`config.mk`:
```
export PLATFORM = sky130hd
export DESIGN_NAME = rtcc_control
export DESIGN_NICKNAME = d
export VERILOG_FILES = /design/src/rtl/rtcc_pkg.sv /design/src/rtl/rtcc_control.sv /design/src/rtl/rtcc_time_counter.sv
export SDC_FILE = /design/constraint.sdc
export NUM_CORES = 1
export LEC_CHECK = 0
export BUFFER_PORTS_ARGS = -buffer_cell sky130_fd_sc_hd__buf_2
export CORE_MARGIN = 5
export CORE_UTILIZATION = 54
export DETAILED_ROUTE_END_ITERATION = 10
export PLACE_DENSITY = 0.79
export SETUP_SLACK_MARGIN = 0.05
export SYNTH_ARGS = -nofsm -noshare
export SYNTH_HDL_FRONTEND = slang
export SYNTH_SLANG_ARGS = --single-unit
export TNS_END_PERCENT = 10
```
`constraint.sdc`:
```
create_clock -name core_clk -period 2.6 [get_ports core_clk]
set_clock_uncertainty 0.1 [all_clocks]
set_input_delay 0.13 -clock core_clk [delete_from_list [all_inputs] [get_ports core_clk]]
set_output_delay 0.13 -clock core_clk [all_outputs]
set_load 0.02 [all_outputs]
```
`src/rtl/rtcc_pkg.sv`:
```
package rtcc_pkg;

  // Register byte offsets on the plain register port.
  localparam logic [7:0] RTCC_OFF_SECONDS = 8'h00;
  localparam logic [7:0] RTCC_OFF_ALARM_SECONDS = 8'h01;
  localparam logic [7:0] RTCC_OFF_MINUTES = 8'h02;
  localparam logic [7:0] RTCC_OFF_ALARM_MINUTES = 8'h03;
  localparam logic [7:0] RTCC_OFF_HOURS = 8'h04;
  localparam logic [7:0] RTCC_OFF_ALARM_HOURS = 8'h05;
  localparam logic [7:0] RTCC_OFF_RATE_SELECT_A = 8'h0a;
  localparam logic [7:0] RTCC_OFF_CLOCK_CONTROL_B = 8'h0b;
  localparam logic [7:0] RTCC_OFF_INTERRUPT_FLAG_STATUS_C = 8'h0c;

  // Field positions in clock_control_b.
  localparam int RTCC_B_UPDATE_INHIBIT = 7;
  localparam int RTCC_B_PERIODIC_IRQ_ENABLE = 6;
  localparam int RTCC_B_ALARM_IRQ_ENABLE = 5;
  localparam int RTCC_B_UPDATE_END_IRQ_ENABLE = 4;
  localparam int RTCC_B_SQUARE_WAVE_ENABLE = 3;
  localparam int RTCC_B_BINARY_DATA_MODE = 2;
  localparam int RTCC_B_HOUR24_MODE = 1;
  localparam int RTCC_B_DAYLIGHT_SAVING_ENABLE = 0;

  // Field positions in interrupt_flag_status_c.
  localparam int RTCC_C_IRQ_REQUEST_FLAG = 7;
  localparam int RTCC_C_PERIODIC_FLAG = 6;
  localparam int RTCC_C_ALARM_FLAG = 5;
  localparam int RTCC_C_UPDATE_END_FLAG = 4;

  // Time base divider: 15 stages from the 32.768 kHz tick give one second.
  localparam int RTCC_DIV_WIDTH = 15;
  localparam int RTCC_DIV_SECOND_BIT = 14;
  localparam logic [3:0] RTCC_RATE_OFF = 4'h0;
  localparam logic [3:0] RTCC_RATE_TAP_OFFSET = 4'h2;
  localparam logic [3:0] RTCC_RATE_CODE1_TAP = 4'h6;
  localparam logic [3:0] RTCC_RATE_CODE2_TAP = 4'h7;

  // Alarm byte value whose two top bits set means "match anything".
  localparam logic [1:0] RTCC_ALARM_DONT_CARE = 2'b11;

  // Counting limits, binary and BCD.
  localparam logic [7:0] RTCC_MAX_SEC_BIN = 8'h3b;
  localparam logic [7:0] RTCC_MAX_SEC_BCD = 8'h59;
  localparam logic [7:0] RTCC_MAX_HR24_BIN = 8'h17;
  localparam logic [7:0] RTCC_MAX_HR24_BCD = 8'h23;
  localparam logic [6:0] RTCC_HR12_NOON_BIN = 7'h0c;
  localparam logic [6:0] RTCC_HR12_NOON_BCD = 7'h12;
  localparam logic [6:0] RTCC_HR12_ELEVEN_BIN = 7'h0b;
  localparam logic [6:0] RTCC_HR12_ELEVEN_BCD = 7'h11;
  localparam logic [7:0] RTCC_HR_ONE = 8'h01;
  localparam logic [7:0] RTCC_HR_THREE = 8'h03;
  localparam int RTCC_HR12_PM_BIT = 7;

  // Calendar figures used by the seasonal adjustment.
  localparam logic [7:0] RTCC_SUNDAY = 8'h01;
  localparam logic [7:0] RTCC_APRIL = 8'h04;
  localparam logic [7:0] RTCC_OCTOBER_BIN = 8'h0a;
  localparam logic [7:0] RTCC_OCTOBER_BCD = 8'h10;
  localparam logic [7:0] RTCC_LAST_WEEK_BIN = 8'h19;
  localparam logic [7:0] RTCC_LAST_WEEK_BCD = 8'h25;

endpackage : rtcc_pkg

```
`src/rtl/rtcc_control.sv`:
```
`timescale 1ns/1ps
`default_nettype none

// How it works
// - Update inhibit clear lets seconds advance.
// - Update inhibit untouched by reset or hardware.
// - Periodic enable gates interrupt, flag still sets.
// - Periodic enable cleared by reset only.
// - Alarm event per matching second, don't-care bytes.
// - Alarm enable gates alarm interrupt, flag still sets; reset clears.
// - Update-end enable cleared by reset, inhibit rise.
// - Square wave at tap when enabled, else low.
// - Data mode selects binary or BCD counting.
// - Hour format selects 24 or 12 hours.
// - Last April Sunday skips 2 AM hour.
// - Last October Sunday repeats 1 AM once.
// - No seasonal change without enable; enable kept.
// - Request flag is OR of gated flags.
// - Interrupt pin low while request flag set.
// - Reset clears all flags; status read clears all but one set that cycle.
// - Periodic flag sets on selected tap edge.
// - Alarm flag sets on time match.
// - Update-end flag sets after every update.
// - Status low nibble reads zero, ignores writes.
// - Rate select picks tap; zero disables.
module rtcc_control
  import rtcc_pkg::*;
(
  input wire logic core_clk,
  input wire logic nrst,
  input wire logic [7:0] regAddr,
  input wire logic [7:0] regWrData,
  input wire logic regWr,
  input wire logic regRd,
  output logic [7:0] regRdData,
  input wire logic timeBaseTick,
  input wire logic [7:0] dayOfWeek,
  input wire logic [7:0] dateOfMonth,
  input wire logic [7:0] monthOfYear,
  output logic squareWaveOut,
  output logic irqNOut,
  output logic irqNOe
);

  typedef struct packed {
    logic updateInhibit;
    logic periodicIrqEnable;
    logic alarmIrqEnable;
    logic updateEndIrqEnable;
    logic squareWaveEnable;
    logic binaryDataMode;
    logic hour24Mode;
    logic daylightSavingEnable;
    logic [3:0] rateSelect;
    logic [7:0] alarmSec;
    logic [7:0] alarmMin;
    logic [7:0] alarmHr;
    logic periodicFlag;
    logic alarmFlag;
    logic updateEndFlag;
    logic [RTCC_DIV_WIDTH-1:0] divCount;
    logic tapPrev;
    logic updatePending;
    logic squareWave;
    logic [7:0] rdData;
  } rtcc_ctl_state_t;

  rtcc_ctl_state_t state_r;
  rtcc_ctl_state_t state_nxt;

  logic [7:0] seconds;
  logic [7:0] minutes;
  logic [7:0] hours;
  logic [RTCC_DIV_WIDTH-1:0] divAdvanced;
  logic [3:0] tapIndex;
  logic tapLevel;
  logic secondEdge;
  logic stepTime;
  logic alarmMatch;
  logic irqRequestFlag;
  logic statusRead;
  logic [7:0] controlB;
  logic [7:0] statusC;
  logic wrSec;
  logic wrMin;
  logic wrHr;

  function automatic logic alarmByteMatch(input logic [7:0] alarmByte, input logic [7:0] timeByte);
    return (alarmByte[7:6] == RTCC_ALARM_DONT_CARE) || (alarmByte == timeByte);
  endfunction : alarmByteMatch

  always_comb begin
    divAdvanced = state_r.divCount + {{(RTCC_DIV_WIDTH-1){1'b0}}, 1'b1};
    case (state_r.rateSelect)
      4'h1: tapIndex = RTCC_RATE_CODE1_TAP;
      4'h2: tapIndex = RTCC_RATE_CODE2_TAP;
      default: tapIndex = state_r.rateSelect - RTCC_RATE_TAP_OFFSET;
    endcase
    tapLevel = (state_r.rateSelect != RTCC_RATE_OFF) && state_r.divCount[tapIndex];
    secondEdge = timeBaseTick && state_r.divCount[RTCC_DIV_SECOND_BIT] && !divAdvanced[RTCC_DIV_SECOND_BIT];
    stepTime = secondEdge && !state_r.updateInhibit;
    alarmMatch = alarmByteMatch(state_r.alarmSec, seconds) &&
                 alarmByteMatch(state_r.alarmMin, minutes) &&
                 alarmByteMatch(state_r.alarmHr, hours);
    irqRequestFlag = (state_r.periodicFlag && state_r.periodicIrqEnable) ||
                     (state_r.alarmFlag && state_r.alarmIrqEnable) ||
                     (state_r.updateEndFlag && state_r.updateEndIrqEnable);
    statusRead = regRd && (regAddr == RTCC_OFF_INTERRUPT_FLAG_STATUS_C);
    wrSec = regWr && (regAddr == RTCC_OFF_SECONDS);
    wrMin = regWr && (regAddr == RTCC_OFF_MINUTES);
    wrHr = regWr && (regAddr == RTCC_OFF_HOURS);
    controlB = '0;
    controlB[RTCC_B_UPDATE_INHIBIT] = state_r.updateInhibit;
    controlB[RTCC_B_PERIODIC_IRQ_ENABLE] = state_r.periodicIrqEnable;
    controlB[RTCC_B_ALARM_IRQ_ENABLE] = state_r.alarmIrqEnable;
    controlB[RTCC_B_UPDATE_END_IRQ_ENABLE] = state_r.updateEndIrqEnable;
    controlB[RTCC_B_SQUARE_WAVE_ENABLE] = state_r.squareWaveEnable;
    controlB[RTCC_B_BINARY_DATA_MODE] = state_r.binaryDataMode;
    controlB[RTCC_B_HOUR24_MODE] = state_r.hour24Mode;
    controlB[RTCC_B_DAYLIGHT_SAVING_ENABLE] = state_r.daylightSavingEnable;
    statusC = '0;
    statusC[RTCC_C_IRQ_REQUEST_FLAG] = irqRequestFlag;
    statusC[RTCC_C_PERIODIC_FLAG] = state_r.periodicFlag;
    statusC[RTCC_C_ALARM_FLAG] = state_r.alarmFlag;
    statusC[RTCC_C_UPDATE_END_FLAG] = state_r.updateEndFlag;
  end

  rtcc_time_counter u_time_counter (
    .core_clk(core_clk),
    .nrst(nrst),
    .step(stepTime),
    .loadSec(wrSec),
    .loadMin(wrMin),
    .loadHr(wrHr),
    .loadData(regWrData),
    .binaryDataMode(state_r.binaryDataMode),
    .hour24Mode(state_r.hour24Mode),
    .daylightSavingEnable(state_r.daylightSavingEnable),
    .dayOfWeek(dayOfWeek),
    .dateOfMonth(dateOfMonth),
    .monthOfYear(monthOfYear),
    .seconds(seconds),
    .minutes(minutes),
    .hours(hours)
  );

  always_comb begin
    state_nxt = state_r;

    if (timeBaseTick) begin
      state_nxt.divCount = divAdvanced;
    end
    state_nxt.tapPrev = tapLevel;
    state_nxt.squareWave = state_r.squareWaveEnable && tapLevel;
    // The time bytes change one cycle after the step; alarm and update-end are judged then.
    state_nxt.updatePending = stepTime;

    // Read-to-clear first, so that a flag set in the same cycle survives.
    if (statusRead) begin
      state_nxt.periodicFlag = 1'b0;
      state_nxt.alarmFlag = 1'b0;
      state_nxt.updateEndFlag = 1'b0;
    end
    if (state_r.tapPrev && !tapLevel) begin
      state_nxt.periodicFlag = 1'b1;
    end
    if (state_r.updatePending && !state_r.updateInhibit) begin
      state_nxt.updateEndFlag = 1'b1;
      if (alarmMatch) begin
        state_nxt.alarmFlag = 1'b1;
      end
    end

    if (regWr) begin
      case (regAddr)
        RTCC_OFF_ALARM_SECONDS: state_nxt.alarmSec = regWrData;
        RTCC_OFF_ALARM_MINUTES: state_nxt.alarmMin = regWrData;
        RTCC_OFF_ALARM_HOURS: state_nxt.alarmHr = regWrData;
        RTCC_OFF_RATE_SELECT_A: state_nxt.rateSelect = regWrData[3:0];
        RTCC_OFF_CLOCK_CONTROL_B: begin
          state_nxt.updateInhibit = regWrData[RTCC_B_UPDATE_INHIBIT];
          state_nxt.periodicIrqEnable = regWrData[RTCC_B_PERIODIC_IRQ_ENABLE];
          state_nxt.alarmIrqEnable = regWrData[RTCC_B_ALARM_IRQ_ENABLE];
          state_nxt.updateEndIrqEnable = regWrData[RTCC_B_UPDATE_END_IRQ_ENABLE];
          state_nxt.squareWaveEnable = regWrData[RTCC_B_SQUARE_WAVE_ENABLE];
          state_nxt.binaryDataMode = regWrData[RTCC_B_BINARY_DATA_MODE];
          state_nxt.hour24Mode = regWrData[RTCC_B_HOUR24_MODE];
          state_nxt.daylightSavingEnable = regWrData[RTCC_B_DAYLIGHT_SAVING_ENABLE];
          if (regWrData[RTCC_B_UPDATE_INHIBIT] && !state_r.updateInhibit) begin
            state_nxt.updateEndIrqEnable = 1'b0;
          end
        end
        default: begin
        end
      endcase
    end

    state_nxt.rdData = '0;
    if (regRd) begin
      case (regAddr)
        RTCC_OFF_SECONDS: state_nxt.rdData = seconds;
        RTCC_OFF_ALARM_SECONDS: state_nxt.rdData = state_r.alarmSec;
        RTCC_OFF_MINUTES: state_nxt.rdData = minutes;
        RTCC_OFF_ALARM_MINUTES: state_nxt.rdData = state_r.alarmMin;
        RTCC_OFF_HOURS: state_nxt.rdData = hours;
        RTCC_OFF_ALARM_HOURS: state_nxt.rdData = state_r.alarmHr;
        RTCC_OFF_RATE_SELECT_A: state_nxt.rdData = {4'h0, state_r.rateSelect};
        RTCC_OFF_CLOCK_CONTROL_B: state_nxt.rdData = controlB;
        RTCC_OFF_INTERRUPT_FLAG_STATUS_C: state_nxt.rdData = statusC;
        default: state_nxt.rdData = 8'h00;
      endcase
    end

    // Reset clears the interrupt and square wave enables, the flags, the divider and the pipeline registers; inhibit, mode and daylight saving bits hold.
    if (!nrst) begin
      state_nxt.periodicIrqEnable = 1'b0;
      state_nxt.alarmIrqEnable = 1'b0;
      state_nxt.updateEndIrqEnable = 1'b0;
      state_nxt.squareWaveEnable = 1'b0;
      state_nxt.periodicFlag = 1'b0;
      state_nxt.alarmFlag = 1'b0;
      state_nxt.updateEndFlag = 1'b0;
      state_nxt.divCount = '0;
      state_nxt.tapPrev = 1'b0;
      state_nxt.updatePending = 1'b0;
      state_nxt.squareWave = 1'b0;
      state_nxt.rdData = 8'h00;
    end
  end

  always_ff @(posedge core_clk) begin
    state_r <= state_nxt;
  end

  assign regRdData = state_r.rdData;
  assign squareWaveOut = state_r.squareWave;
  assign irqNOut = 1'b0;
  assign irqNOe = ~irqRequestFlag;

endmodule : rtcc_control

`default_nettype wire

```
`src/rtl/rtcc_time_counter.sv`:
```
`timescale 1ns/1ps
`default_nettype none

module rtcc_time_counter
  import rtcc_pkg::*;
(
  input wire logic core_clk,
  input wire logic nrst,
  input wire logic step,
  input wire logic loadSec,
  input wire logic loadMin,
  input wire logic loadHr,
  input wire logic [7:0] loadData,
  input wire logic binaryDataMode,
  input wire logic hour24Mode,
  input wire logic daylightSavingEnable,
  input wire logic [7:0] dayOfWeek,
  input wire logic [7:0] dateOfMonth,
  input wire logic [7:0] monthOfYear,
  output logic [7:0] seconds,
  output logic [7:0] minutes,
  output logic [7:0] hours
);

  typedef struct packed {
    logic [7:0] sec;
    logic [7:0] min;
    logic [7:0] hr;
    logic octoberDone;
  } rtcc_time_state_t;

  rtcc_time_state_t state_r;
  rtcc_time_state_t state_nxt;

  function automatic logic [7:0] incCount(input logic [7:0] v, input logic bin);
    if (bin) begin
      return v + 8'h01;
    end
    return (v[3:0] == 4'h9) ? v + 8'h07 : v + 8'h01;
  endfunction : incCount

  logic [7:0] maxSec;
  logic [7:0] maxHr24;
  logic [6:0] noon;
  logic [6:0] eleven;
  logic lastSunday;
  logic aprilDay;
  logic octoberDay;
  logic atOneFiftyNine;
  logic [7:0] hr12Inc;

  always_comb begin
    maxSec = binaryDataMode ? RTCC_MAX_SEC_BIN : RTCC_MAX_SEC_BCD;
    maxHr24 = binaryDataMode ? RTCC_MAX_HR24_BIN : RTCC_MAX_HR24_BCD;
    noon = binaryDataMode ? RTCC_HR12_NOON_BIN : RTCC_HR12_NOON_BCD;
    eleven = binaryDataMode ? RTCC_HR12_ELEVEN_BIN : RTCC_HR12_ELEVEN_BCD;
    lastSunday = (dayOfWeek == RTCC_SUNDAY) &&
                 (dateOfMonth >= (binaryDataMode ? RTCC_LAST_WEEK_BIN : RTCC_LAST_WEEK_BCD));
    aprilDay = lastSunday && (monthOfYear == RTCC_APRIL);
    octoberDay = lastSunday && (monthOfYear == (binaryDataMode ? RTCC_OCTOBER_BIN : RTCC_OCTOBER_BCD));
    atOneFiftyNine = (state_r.sec == maxSec) && (state_r.min == maxSec) && (state_r.hr == RTCC_HR_ONE);
    hr12Inc = incCount({1'b0, state_r.hr[6:0]}, binaryDataMode);
  end

  always_comb begin
    state_nxt = state_r;
    if (!octoberDay) begin
      state_nxt.octoberDone = 1'b0;
    end
    if (step) begin
      if (daylightSavingEnable && aprilDay && atOneFiftyNine) begin
        state_nxt.sec = 8'h00;
        state_nxt.min = 8'h00;
        state_nxt.hr = RTCC_HR_THREE;
      end else if (daylightSavingEnable && octoberDay && atOneFiftyNine && !state_r.octoberDone) begin
        state_nxt.sec = 8'h00;
        state_nxt.min = 8'h00;
        state_nxt.hr = RTCC_HR_ONE;
        state_nxt.octoberDone = 1'b1;
      end else if (state_r.sec != maxSec) begin
        state_nxt.sec = incCount(state_r.sec, binaryDataMode);
      end else begin
        state_nxt.sec = 8'h00;
        if (state_r.min != maxSec) begin
          state_nxt.min = incCount(state_r.min, binaryDataMode);
        end else begin
          state_nxt.min = 8'h00;
          if (hour24Mode) begin
            state_nxt.hr = (state_r.hr == maxHr24) ? 8'h00 : incCount(state_r.hr, binaryDataMode);
          end else if (state_r.hr[6:0] == noon) begin
            state_nxt.hr = {state_r.hr[RTCC_HR12_PM_BIT], 7'h01};
          end else if (state_r.hr[6:0] == eleven) begin
            state_nxt.hr = {~state_r.hr[RTCC_HR12_PM_BIT], noon};
          end else begin
            state_nxt.hr = {state_r.hr[RTCC_HR12_PM_BIT], hr12Inc[6:0]};
          end
        end
      end
    end
    // A software load of a time byte takes priority over a coincident step.
    if (loadSec) begin
      state_nxt.sec = loadData;
    end
    if (loadMin) begin
      state_nxt.min = loadData;
    end
    if (loadHr) begin
      state_nxt.hr = loadData;
    end
    if (!nrst) begin
      state_nxt = '0;
    end
  end

  always_ff @(posedge core_clk) begin
    state_r <= state_nxt;
  end

  assign seconds = state_r.sec;
  assign minutes = state_r.min;
  assign hours = state_r.hr;

endmodule : rtcc_time_counter

`default_nettype wire

```
==> out/qor.txt <==
YOSYS
----------------------------------------------------------------------------------
Share of synthesized registers carrying an async set or reset                    0
Number of warning messages in the yosys log                                      0
Cell type with the highest aggregate area in the netlist                   dfxtp_1
Leading cell type by number of instances after synthesis                    nor2_1
Number of enable flip-flop cells after synthesis                                32
Avg Cell Area, Syn                                                     8.736 sq um
Synth Net Count                                                                716
Cell count after synthesis                                                     656
Commonest cells in the netlist                                        nor2_1 (63), a21oi_1 (59), dfxtp_1 (58)
Syn Std Cell Area                                                       5730 sq um
Synth top area share                                                        0.2026
Total of flip-flops plus latches after synthesis                                90
Top cells by area, synth                                              dfxtp_1 (20%), edfxtp_1 (17%), xor2_1 (5.2%)
Library cells used by synthesis                                                 82
Top_reg_cell synth                                                         dfxtp_1
Share of the yosys chip area belonging to registers                         0.3703

WORST SETUP PATH
----------------------------------------------------------------------------------
Cells along the critical path                                         buf_6 -> nor4b_4 -> o211ai_4 -> or4_4 -> nor4_4 -> a211oi_2 -> a22o_1 -> o21a_1
Worst flop-to-flop path startpoint                                    controlB[2]$_DFFE_PP_
Start point of the critical path                                      controlB[2]$_DFFE_PP_
Critical path's slowest cell                                                 or4_4
Arrival time at the worst endpoint                                         2.72 ns
Startpoint Class                                                          register
CP Class                                                                   reg2reg
Critical path endpoint category                                           register
Number of cells traversed by the worst register-to-register path                 8
Endpoint required time on the critical path                                2.77 ns
Crit-path max cell delay                                                   0.54 ns
Highest net fanout along the worst path                                         11

CLOCKING
----------------------------------------------------------------------------------
Reg clk slew, reported paths                                               0.09 ns
Number of CTS-inserted buffers                                                   9
TritonCTS Sinks                                                                 90
Root cell of the clock tree                                               clkbuf_8
Clock tree from TritonCTS                                                      yes
Maximum clock path buffer count                                                  2
Htree depth                                                                      3
Insertion delay to the later sink of the worst-skew pair                   0.37 ns

CELLS AND AREA
----------------------------------------------------------------------------------
Final Non-Filler Cells                                                         877
Fill cell count                                                                845
Layout Area Growth over Synthesis                                           16.66%
Post-layout nets                                                               796
Core Util, Final                                                            0.6476
Area of combinational cells with multiple inputs                        3363 sq um
Ant diodes                                                                       0
Share of final-layout standard cells stronger than drive strength 1         0.2173
Register area                                                           2123 sq um

DRT
----------------------------------------------------------------------------------
Routed WL per cell                                                        20.04 um
Total wire length                                                         17580 um
Mean number of vias per cell                                                 6.367
Via count                                                                     5584
Number of DRC markers in iteration 0                                           686
Count of unresolved DRC violations after routing                                 0
Post-detailed-route count of antenna-violating nets                              0
Pre-Repair DR Iteration Count                                                    6

DIE
----------------------------------------------------------------------------------
Number of top-level design ports                                                56
Die outline width                                                         113.0 um
Core Box Area                                                          10320 sq um
Die area                                                               12770 sq um
Die Ht                                                                    113.0 um
Starting density of the core                                                0.5551
Rows                                                                            37

GRT
----------------------------------------------------------------------------------
Vias in the first global route                                                5461
Total routing usage reported by global routing                              0.2762
Total global routing overflow                                                    0
Global-route wire length before repair                                    28120 um
Initial antenna violation count                                                  0
Pin count of the biggest net entering global routing                            18

TIMING
----------------------------------------------------------------------------------
Unrepaired setup endpoints after global routing                               true
Number of max-slew violations in the final report                                0
Rel. slew slack                                                             0.5339
Final period demand of the worst path                                     2.552 ns
Setup TNS                                                                     0 ns
Max Fclk                                                                 391.9 MHz
Fin crit share                                                              0.9814
Number of hold-slack violations in the final timing report                       0
Slew at the pin closest to its max-slew limit                            0.6815 ns
Final setup violation count                                                      0

PWR
----------------------------------------------------------------------------------
Leakage power                                                             2.544 nW
Power per Cell Area                                                   387.3 nW/um^2
Total power after layout                                                  2.589 mW
IR drop worst, VDD                                                        227.8 uV

PLACE
----------------------------------------------------------------------------------
Detail Placement HPWL                                                     13390 um
Number of buffers inserted by port buffering                                    54
Routability Congestion                                                       1.015
Number of cells after detailed placement                                       859

FLOW RUN
----------------------------------------------------------------------------------
Number of max-cap violations                                                     0

OUTCOME
----------------------------------------------------------------------------------
Status                                                                   completed

HOLD PATH
----------------------------------------------------------------------------------
Worst Hold Class                                                            in2reg
Launch instance of the worst min-delay path                           regWrData[4]
Number of stages on the worst hold path                                          3

==> flip-flops by register name, summed over array words and instances (netlist names) <==
register and count:
u_time_counter.hours 8, squareWaveOut 1, controlB 8, u_time_counter.minutes 8, regRdData 8, state_r 48, u_time_counter.state_r 1, u_time_counter.seconds 8
==> per-layer routing <==
layer / vias up / share of wire / track usage
li1: 2586 / - / -
met1: 2592 / 0.42 / 0.3784
met2: 350 / 0.45 / 0.4348
met3: 56 / 0.10 / 0.04225
met4: 0 / 0.035 / 0.1170
met5: - / 0 / 0
==> final timing paths <==
kind | slack (ns) | end
setup / recovery | 0.05 | u_time_counter.hours[5]$_SDFFE_PN0P_
hold reg to reg | 0.39 | controlB[6]$_SDFFE_PN0P_
hold / removal | 0.01 | u_time_counter.minutes[4]$_SDFFE_PN0P_
setup reg to reg | 0.05 | u_time_counter.hours[5]$_SDFFE_PN0P_
==> kinds of logic after synthesis <==
group,Yosys count,synth area share
AO/OA/AOI/OAI,171,0.1980
XOR/XNOR,46,0.07031
adder cells (fa/ha/maj),15,0.03275
buffers and inverters,66,0.05480
flip-flops,90,0.3703
multiplexers,17,0.03231
other,1,0.0006544
AND/OR/NAND/NOR,250,0.2408
==> critical path, delay by kind of cell, from the launching register on <==
family / cells / cell delay (ns)
and+or+nand+nor: 3 / 1.16
AOI/OAI and AO/OA: 4 / 0.59
buffers and inverters: 1 / 0.17
DFF: 1 / 0.42
==> power breakdown <==
part	internal [mW]	switching [mW]
registers	1.46	0.00460
logic	0.0629	0.103
clock network	0.435	0.523
total	1.96	0.631
==> layout by cell type, fill, tap and decap left out, drive strengths merged, types with 10 or more instances in the layout <==
cell | synthesis | layout
buf | 24 | 116
nor2 | 63 | 63
a21oi | 59 | 59
dfxtp | 58 | 58
nand2 | 56 | 56
xor2 | 34 | 34
o21ai | 34 | 34
edfxtp | 32 | 32
nand3 | 25 | 25
nor4 | 18 | 18
inv | 17 | 17
ha | 15 | 15
a22oi | 14 | 14
mux2i | 14 | 14
nor3 | 14 | 14
clkbuf | 25 | 13
xnor2 | 12 | 12
and3 | 10 | 10
==> what timing repair did <==
| action | CTS | global route |
|---|---|---|
| endpoints found under the hold margin | 2 | 0 |
| gates resized for setup | 0 | 16 |
| hold buffers | 2 | 0 |
| setup endpoints to repair | 0 | 15 |
| buffers inserted | 0 | 0 |
==> layout make-up <==
cell class	instances	area share
sequential	90	0.3176
timing repair buffer	118	0.1155
multi-input combinational	500	0.5031
inverter	17	0.009545
clock inverter	3	0.003369
tap	136	0.02545
clock buffer	13	0.02545
==> per-stage QoR <==
step	instance area (sq um)	hold WS [ns]	worst slack (ns)
after floorplan	5731	0.1289	0.05001
after global placement	6399	0.3450	0.1471
after detailed placement	6399	0.3604	0.08100
after CTS	6611	0.0007515	0.05531
after global routing	6685	0.01102	-0.03124
final	6685	0.01204	0.04827
Note: power is estimated with default switching activity, not from simulation.
